[src/hw/ser_pkg.sv]
package ser_pkg;
  localparam int SER_W = 8;
  localparam logic [2:0] SER_SEL_STD = 3'h0;
  localparam logic [2:0] SER_SEL_A = 3'h1;
  localparam logic [2:0] SER_SEL_B = 3'h2;
  localparam logic [2:0] SER_SEL_C = 3'h3;
  localparam logic [2:0] SER_SEL_SRE = 3'h4;
  localparam logic [2:0] SER_SEL_PRE = 3'h5;
  localparam logic [7:0] SER_RST_MASK = 8'h00;
  localparam logic SER_RST_PSC = 1'b0;
  localparam int SER_STB_A = 1;
  localparam int SER_STB_B = 2;
  localparam int SER_STB_C = 3;
  localparam int SER_STB_MAV = 4;
  localparam int SER_STB_STD = 5;
  localparam int SER_STB_MSS = 6;
  typedef struct packed {
    logic wr;
    logic rd;
    logic [2:0] sel;
    logic [7:0] data;
  } ser_req_s;
endpackage

[src/hw/ser_status.sv]
`timescale 1ns/1ps
module ser_status
  import ser_pkg::*;
(
  input wire logic sys_clk,
  input wire logic rst,
  input wire logic power_off,
  input wire ser_req_s req,
  input wire logic clear_status,
  input wire logic psc_wr,
  input wire logic psc_val,
  input wire logic stb_query,
  input wire logic serial_poll_done,
  input wire logic [7:0] std_events_in,
  input wire logic overvoltage_trip,
  input wire logic power_interrupted,
  input wire logic query_error,
  input wire logic remote_to_local,
  input wire logic signal_one_active,
  input wire logic signal_two_active,
  input wire logic signal_three_active,
  input wire logic sequence_running,
  input wire logic sequence_done,
  input wire logic sequence_error,
  input wire logic trigger_input_one,
  input wire logic trigger_input_two,
  input wire logic trig_one_off,
  input wire logic trig_two_off,
  input wire logic selftest_busy,
  input wire logic selftest_error,
  input wire logic output_data_ready,
  input wire logic [7:0] rise_en_a,
  input wire logic [7:0] fall_en_a,
  input wire logic [7:0] rise_en_b,
  input wire logic [7:0] fall_en_b,
  output logic [7:0] rd_data,
  output logic [7:0] condition_reg_a,
  output logic [7:0] condition_reg_b,
  output logic [7:0] status_byte,
  output logic [7:0] poll_byte,
  output logic psc_flag,
  output logic service_request,
  output logic parallel_poll
);
  logic [7:0] pin_s1_reg, pin_s2_reg;
  logic [7:0] cra_next, crb_next;
  logic [7:0] event_reg_a, event_reg_b, event_reg_c, std_reg;
  logic [7:0] event_mask_a, event_mask_b, event_mask_c, std_mask, sre_mask, pre_mask;
  logic rqs_reg, mss_d;
  logic ov_s, pi_s, qe_s, rl_s, s1_s, s2_s, s3_s, sr_s, sd_s, se_s, t1_s, t2_s, tb_s, te_s, mav_s, t1o_s, t2o_s;
  logic [7:0] stb_next;
  logic sum_a, sum_b, sum_c, sum_std, mss, rqs_next;
  logic clr_a, clr_b, clr_c, clr_std;
  logic [7:0] rd_next;
  logic [7:0] ccr_c;
  logic [7:0] std_hit;

  function automatic logic group_sum(input logic [7:0] src, input logic [7:0] msk);
    group_sum = |(src & msk);
  endfunction

  // two-stage sync of external status inputs
  always_ff @(posedge sys_clk or posedge rst)
  begin
    if (rst)
    begin
      pin_s1_reg <= '0;
      pin_s2_reg <= '0;
    end
    else
    begin
      pin_s1_reg <= {overvoltage_trip, power_interrupted, query_error, remote_to_local,
        signal_one_active, signal_two_active, signal_three_active, trigger_input_one};
      pin_s2_reg <= pin_s1_reg;
    end
  end
  logic [8:0] pin2_s1_reg, pin2_s2_reg;
  always_ff @(posedge sys_clk or posedge rst)
  begin
    if (rst)
    begin
      pin2_s1_reg <= '0;
      pin2_s2_reg <= '0;
    end
    else
    begin
      pin2_s1_reg <= {trigger_input_two, sequence_running, sequence_done, sequence_error,
        selftest_busy, selftest_error, output_data_ready, trig_one_off, trig_two_off};
      pin2_s2_reg <= pin2_s1_reg;
    end
  end
  assign {ov_s, pi_s, qe_s, rl_s, s1_s, s2_s, s3_s, t1_s} = pin_s2_reg;
  assign {t2_s, sr_s, sd_s, se_s, tb_s, te_s, mav_s, t1o_s, t2o_s} = pin2_s2_reg;

  // condition registers: live mirror only
  assign cra_next = {ov_s, pi_s, qe_s, rl_s, s1_s, s2_s, s3_s, s1_s | s2_s | s3_s};
  assign crb_next = {sr_s, sd_s, se_s, t1_s & ~t1o_s, t2_s & ~t2o_s, tb_s, te_s, 1'b0};
  assign ccr_c = {mav_s, 7'h00};

  // query side effects
  // a mask read (data bit 7 set) must leave the event register alone
  assign clr_std = clear_status | (req.rd && !req.data[7] && req.sel == SER_SEL_STD);
  assign clr_a = clear_status | (req.rd && !req.data[7] && req.sel == SER_SEL_A);
  assign clr_b = clear_status | (req.rd && !req.data[7] && req.sel == SER_SEL_B);
  assign clr_c = clear_status | (req.rd && !req.data[7] && req.sel == SER_SEL_C);
  assign std_hit = std_events_in;

  ser_edge_reg #(.W(8)) u_ea (.sys_clk(sys_clk), .rst(rst), .cond(cra_next), .rise_en(rise_en_a),
    .fall_en(fall_en_a), .clr(clr_a), .events(event_reg_a));
  ser_edge_reg #(.W(8)) u_eb (.sys_clk(sys_clk), .rst(rst), .cond(crb_next), .rise_en(rise_en_b),
    .fall_en(fall_en_b), .clr(clr_b), .events(event_reg_b));
  ser_edge_reg #(.W(8)) u_ec (.sys_clk(sys_clk), .rst(rst), .cond(ccr_c), .rise_en(8'hFF),
    .fall_en(8'h00), .clr(clr_c), .events(event_reg_c));

  always_ff @(posedge sys_clk or posedge rst)
  begin
    if (rst)
      std_reg <= '0;
    else
      std_reg <= (clr_std ? 8'h00 : std_reg) | std_hit;
  end

  // group summaries and status byte
  assign sum_a = group_sum(event_reg_a, event_mask_a);
  assign sum_b = group_sum(event_reg_b, event_mask_b);
  assign sum_c = group_sum(event_reg_c, event_mask_c);
  assign sum_std = group_sum(std_reg, std_mask);
  assign mss = group_sum({2'b00, sum_std, mav_s, sum_c, sum_b, sum_a, 1'b0}, sre_mask & 8'h3E);
  assign stb_next = {1'b0, mss, sum_std, mav_s, sum_c, sum_b, sum_a, 1'b0};
  // request state latches on a rising summary and drops after poll or clear
  assign rqs_next = (serial_poll_done | clear_status) ? 1'b0 : (rqs_reg | (mss & ~mss_d));

  // enable masks
  logic mask_wr_std, mask_wr_a, mask_wr_b, mask_wr_c, mask_wr_sre, mask_wr_pre;
  assign mask_wr_std = req.wr && req.sel == SER_SEL_STD;
  assign mask_wr_a = req.wr && req.sel == SER_SEL_A;
  assign mask_wr_b = req.wr && req.sel == SER_SEL_B;
  assign mask_wr_c = req.wr && req.sel == SER_SEL_C;
  assign mask_wr_sre = req.wr && req.sel == SER_SEL_SRE;
  assign mask_wr_pre = req.wr && req.sel == SER_SEL_PRE;

  always_ff @(posedge sys_clk or posedge rst)
  begin
    if (rst)
    begin
      event_mask_a <= SER_RST_MASK;
      event_mask_b <= SER_RST_MASK;
      event_mask_c <= SER_RST_MASK;
    end
    else if (power_off)
    begin
      event_mask_a <= SER_RST_MASK;
      event_mask_b <= SER_RST_MASK;
      event_mask_c <= SER_RST_MASK;
    end
    else
    begin
      if (mask_wr_a) event_mask_a <= req.data;
      if (mask_wr_b) event_mask_b <= req.data;
      if (mask_wr_c) event_mask_c <= req.data;
    end
  end

  // rst models a first power-up; power_off clears std_mask, sre_mask and pre_mask only when flag set
  always_ff @(posedge sys_clk or posedge rst)
  begin
    if (rst)
    begin
      std_mask <= SER_RST_MASK;
      sre_mask <= SER_RST_MASK;
      pre_mask <= SER_RST_MASK;
    end
    else if (power_off && psc_flag)
    begin
      std_mask <= SER_RST_MASK;
      sre_mask <= SER_RST_MASK;
      pre_mask <= SER_RST_MASK;
    end
    else
    begin
      if (mask_wr_std) std_mask <= req.data;
      if (mask_wr_sre) sre_mask <= req.data;
      if (mask_wr_pre) pre_mask <= req.data;
    end
  end

  // non-volatile flag: only its own command changes it
  always_ff @(posedge sys_clk or posedge rst)
  begin
    if (rst)
      psc_flag <= SER_RST_PSC;
    else if (psc_wr)
      psc_flag <= psc_val;
  end

  // read mux: events by sel 0-3, masks by sel 0-3 with bit 7 of data set, and by sel 4-5 always
  always_comb
  begin
    rd_next = 8'h00;
    if (stb_query)
      rd_next = stb_next;
    else if (req.rd)
    begin
      unique case (req.sel)
        SER_SEL_STD: rd_next = req.data[7] ? std_mask : std_reg;
        SER_SEL_A: rd_next = req.data[7] ? event_mask_a : event_reg_a;
        SER_SEL_B: rd_next = req.data[7] ? event_mask_b : event_reg_b;
        SER_SEL_C: rd_next = req.data[7] ? event_mask_c : event_reg_c;
        SER_SEL_SRE: rd_next = sre_mask;
        SER_SEL_PRE: rd_next = pre_mask;
        default: rd_next = 8'h00;
      endcase
    end
  end

  always_ff @(posedge sys_clk or posedge rst)
  begin
    if (rst)
    begin
      rd_data <= '0;
      condition_reg_a <= '0;
      condition_reg_b <= '0;
      status_byte <= '0;
      poll_byte <= '0;
      rqs_reg <= 1'b0;
      mss_d <= 1'b0;
      service_request <= 1'b0;
      parallel_poll <= 1'b0;
    end
    else
    begin
      rd_data <= rd_next;
      condition_reg_a <= cra_next;
      condition_reg_b <= crb_next;
      status_byte <= stb_next;
      poll_byte <= {1'b0, rqs_next, stb_next[5:0]};
      rqs_reg <= rqs_next;
      mss_d <= mss;
      service_request <= mss;
      parallel_poll <= group_sum(stb_next, pre_mask);
    end
  end

  a_bits_zero: assert property (@(posedge sys_clk) disable iff (rst)
    status_byte[7] == 1'b0 && status_byte[0] == 1'b0) else $error("unused bits set");
  a_srq_follows: assert property (@(posedge sys_clk) disable iff (rst)
    ##1 service_request == |(status_byte[5:1] & $past(sre_mask[5:1]))) else $error("srq differs from mss");
  a_poll_clears: assert property (@(posedge sys_clk) disable iff (rst)
    serial_poll_done |=> !rqs_reg) else $error("rqs not cleared");
  a_clear_events: assert property (@(posedge sys_clk) disable iff (rst)
    clear_status && $past(pin_s2_reg) == pin_s2_reg && $past(pin2_s2_reg) == pin2_s2_reg
    ##1 $stable(pin_s2_reg) && $stable(pin2_s2_reg) |-> std_reg == $past(std_hit)) else $error("clear failed");
  a_mask_off: assert property (@(posedge sys_clk) disable iff (rst)
    power_off |=> event_mask_a == 8'h00 && event_mask_b == 8'h00 && event_mask_c == 8'h00) else $error("mask kept");
  a_mask_keep: assert property (@(posedge sys_clk) disable iff (rst)
    power_off && !psc_flag && !req.wr |=> $stable(sre_mask)) else $error("sre lost");
  a_psc_hold: assert property (@(posedge sys_clk) disable iff (rst)
    !psc_wr |=> $stable(psc_flag)) else $error("psc changed");
  a_mask_write: assert property (@(posedge sys_clk) disable iff (rst)
    mask_wr_sre && !power_off |=> sre_mask == $past(req.data)) else $error("mask write lost");
  a_sum_map: assert property (@(posedge sys_clk) disable iff (rst)
    ##1 status_byte[SER_STB_A] == $past(sum_a)) else $error("summary a wrong");
  c_srq: cover property (@(posedge sys_clk) disable iff (rst) service_request);
  c_poll: cover property (@(posedge sys_clk) disable iff (rst) rqs_reg ##1 serial_poll_done);
  c_clear: cover property (@(posedge sys_clk) disable iff (rst) (|event_reg_a) ##1 clear_status);
  c_poweroff: cover property (@(posedge sys_clk) disable iff (rst) psc_flag && power_off);
endmodule

[src/hw/ser_edge_reg.sv]
`timescale 1ns/1ps
module ser_edge_reg
  import ser_pkg::*;
#(
  parameter int W = 8
)
(
  input wire logic sys_clk,
  input wire logic rst,
  input wire logic [W-1:0] cond,
  input wire logic [W-1:0] rise_en,
  input wire logic [W-1:0] fall_en,
  input wire logic clr,
  output logic [W-1:0] events
);
  logic [W-1:0] cond_reg;
  logic [W-1:0] hit;
  logic [W-1:0] events_next;
  assign hit = (cond & ~cond_reg & rise_en) | (~cond & cond_reg & fall_en);
  // set wins over clear
  assign events_next = (clr ? {W{1'b0}} : events) | hit;
  always_ff @(posedge sys_clk or posedge rst)
  begin
    if (rst)
    begin
      cond_reg <= '0;
      events <= '0;
    end
    else
    begin
      cond_reg <= cond;
      events <= events_next;
    end
  end
  a_edge_sets: assert property (@(posedge sys_clk) disable iff (rst)
    |hit |=> ((events & $past(hit)) == $past(hit))) else $error("edge not latched");
endmodule

[config.mk]
export PLATFORM = sky130hd
export DESIGN_NAME = ser_status
export DESIGN_NICKNAME = d
export VERILOG_FILES = /design/src/hw/ser_pkg.sv /design/src/hw/ser_status.sv /design/src/hw/ser_edge_reg.sv
export SDC_FILE = /design/constraint.sdc
export NUM_CORES = 1
export LEC_CHECK = 0
export BUFFER_PORTS_ARGS = -buffer_cell sky130_fd_sc_hd__buf_2
export CAP_MARGIN = 10
export CORE_AREA = 3 3 102 152
export DETAILED_ROUTE_END_ITERATION = 8
export DIE_AREA = 0 0 105 155
export GPL_ROUTABILITY_DRIVEN = 0
export PLACE_DENSITY = 0.58
export SYNTH_ARGS = -nofsm -noshare
export SYNTH_HDL_FRONTEND = slang
export SYNTH_SLANG_ARGS = --single-unit
[constraint.sdc]
create_clock -name sys_clk -period 7.1 [get_ports sys_clk]
set_clock_uncertainty 0.1 [all_clocks]
set_input_delay 0 -clock sys_clk [delete_from_list [all_inputs] [get_ports sys_clk]]
set_output_delay 0 -clock sys_clk [all_outputs]
set_load 0.01 [all_outputs]
==> impl_metrics.py <==
metrics = {
    "critical_path": {
        "start_kind": "flip-flop",
        "critPathKind": "flip-flop to flip-flop",
        "cp.required_ns": 7.30,
        "max_stage_delay_ns": 0.55,
        "crit_chain": "a222oi_1, nand3_1, a22oi_1, nand2_1, a22o_1, dlygate4sd3_1",
        "cp_max_fo": 4,
        "ff2ff_path_depth": 6,
        "worstPathArrival_ns": 2.66,
        "cp-end-kind": "flip-flop",
        "crit_slowest_cell": "dlygate4sd3_1",
    },
    "clock_network": {
        "cts.path.max_buffers": 2,
        "clock_latency_ns": 0.43,
        "cts_tree": "built",
        "h-tree-depth": 4,
        "clkTransAtPathRegs_ns": 0.06,
        "root_buffer": "clkbuf_16",
        "cts_buffers": 17,
        "clock-sinks": 138,
    },
    "drt": {
        "via_per_inst": 5.133,
        "initialDrtViolationCount": 283,
        "antenna_left": 0,
        "routedWlPerCell_um": 16.66,
        "drc_errors": 0,
        "via_count": 4656,
        "routed_wl_mm": 15.11,
        "dr.pass1.iters": 5,
    },
    "place": {
        "dp.cells": 801,
        "dp.final_hpwl_mm": 10.27,
        "dp_slack_ns": 4.978,
        "portBuffers": 113,
    },
    "layout": {
        "drive_gt1_frac": 0.2238,
        "nets": 780,
        "syn_to_final_growth_pct": 34.43,
        "final_common_cell": "nand2_1",
        "final_cells": 907,
        "diodes": 0,
        "final_cell_mix": "nand2_1 (144), dfrtp_1 (138), buf_2 (113)",
    },
    "synth": {
        "synthCells": 527,
        "synth.avg_cell_area_um2": 10.78,
        "ys_async_sr_fraction": 1.000,
        "synth-seq-cells": 138,
        "synth_area_mm2": 0.005680,
        "ys_types": 45,
        "yosys_warnings": 0,
        "synth-edff-count": 0,
        "synth-main-ff-cell": "dfrtp_1",
        "yosysSeqAreaShare": 0.6079,
    },
    "floorplan": {
        "io_pins": 121,
        "fp.coreArea_mm2": 0.01419,
        "die_area_mm2": 0.01628,
        "rows": 53,
        "die_h_um": 155,
        "initial_core_util": 0.4003,
        "die_x_um": 105,
    },
    "run_status": {
        "outcome": "complete, no violations",
    },
    "global_route": {
        "grt_overflow": 0,
        "grtUsageTotal": 0.1942,
        "grt_max_degree": 76,
        "global_route.peak_usage_layer": "met2",
        "grt_pass1_wl_mm": 24.60,
        "grt_util_met2": 0.3343,
        "grt_pass1_vias": 4815,
        "grt_use_met1": 0.2339,
        "use_met3": 0.03985,
        "grt_antenna_before_repair": 0,
    },
    "timing": {
        "period_minus_slack_ns": 2.459,
        "slew_headroom": 0.3541,
        "worstMarginPinSlew_ns": 0.9688,
        "finalSetupViolCount": 0,
        "fin_crit_sh": 0.3463,
        "fmax_mhz": 406.7,
        "setup_slack_ns": 4.641,
        "slew_viol_final": 0,
        "finalHoldViolCount": 0,
        "rsz0062_at_grt": "false",
        "setup-tns-final_ns": 0,
    },
    "min_path": {
        "holdCritPathClass": "input port to flip-flop",
        "whs_path_depth": 4,
    },
    "power_and_ir_drop": {
        "powerDensity_mw_per_mm2": 256.7,
        "ir_worst_vdd_mv": 0.1223,
        "leakagePower_nw": 3.518,
    },
    "job": {
        "timing.max_cap.violations": 0,
    },
}
metrics by stage:
| step | power, mW | cell area, um^2 | hold WS, ns | utilization |
|---|---|---|---|---|
| 6_report | 1.960 | 7636 | 0.01753 | 0.5381 |
| 5_1_grt | 2.041 | 7636 | 0.03346 | 0.5381 |
| 4_1_cts | 1.977 | 7636 | 0.0009918 | 0.5381 |
| 3_5_place_dp | 1.044 | 6300 | 0.009379 | 0.4439 |
| 3_3_place_gp | 1.040 | 6300 | 0.008141 | 0.4439 |
| 2_1_floorplan | 0.9743 | 5695 | -0.06857 | - |
worst paths after layout:
check | startpoint | to | slack (ns)
worst max register to register | u_eb.events[1]$_DFF_PP0_ | poll_byte[6]$_DFF_PP0_ | 4.64
worst min register to register | pin2_s1_reg[5]$_DFF_PP0_ | pin2_s2_reg[5]$_DFF_PP0_ | 0.25
worst max-delay path | u_eb.events[1]$_DFF_PP0_ | poll_byte[6]$_DFF_PP0_ | 4.64
min in group asynchronous | rst | pin2_s1_reg[6]$_DFF_PP0_ | 0.09
worst min-delay path | req[9] | rd_data[7]$_DFF_PP0_ | 0.02
max in group asynchronous | rst | std_mask[2]$_DFFE_PP0P_ | 5.45
layer usage:
layer  vias up  part of all wire
met5         -                 0
met1      2261              0.40
met4         0             0.031
li1       2183                 -
met3        27             0.054
met2       185              0.51
layout make-up:
class / instances / area (um^2)
multi-input combinational: 354 / 2017
fill: 1328 / 6555
inverter: 3 / 16.27
tap: 192 / 240.2
sequential: 138 / 3453
clock inverter: 15 / 170.2
timing repair buffer: 188 / 1314
clock buffer: 17 / 425.4
what timing repair did:
item / CTS / global route
hold buffers: 74 / 0
setup buffers: 0 / 0
endpoints found under the hold margin: 159 / 0
resized for setup: 0 / 0
cell usage after synthesis, types with 4 or more instances:
library cell	n	share of area
a22oi_1	9	0.012
nor2_1	10	0.0066
o211ai_1	13	0.017
a21o_1	9	0.012
buf_4	16	0.021
a22o_1	14	0.022
o22ai_1	5	0.0055
mux2_2	4	0.0079
nand2_1	144	0.095
dfrtp_1	138	0.61
nand3b_1	14	0.019
a22oi_2	4	0.0088
a21oi_1	54	0.048
nor2b_1	7	0.0077
a221oi_1	5	0.0077
a222oi_1	4	0.0070
and2_1	8	0.0088
mux2i_1	13	0.023
nand3_1	7	0.0062
clkbuf_1	9	0.0059
buf_2	9	0.0079
power breakdown:
part           total (mW)  internal, mW  switching, mW  leakage, nW
sequential          0.866         0.832         0.0338         1.74
clock               0.893         0.504          0.389        0.296
combinational       0.202        0.0965          0.105         1.48
total                1.96          1.43          0.527         3.52
worst max-delay path, delay by kind of cell (launching register included):
family | cells | cell delay, ns
simple gates | 2 | 0.41
buf+inv | 1 | 0.55
compound gates | 3 | 0.87
flops | 1 | 0.40
cells by family after synthesis:
kind of cell,Yosys count,synth area share
flip-flops,138,0.6079
buffers and inverters,39,0.03965
AO/OA/AOI/OAI,125,0.1502
AND/OR/NAND/NOR,206,0.1667
multiplexers,18,0.03480
other,1,0.0006602
No activity file was read; power rests on OpenSTA's default activity.
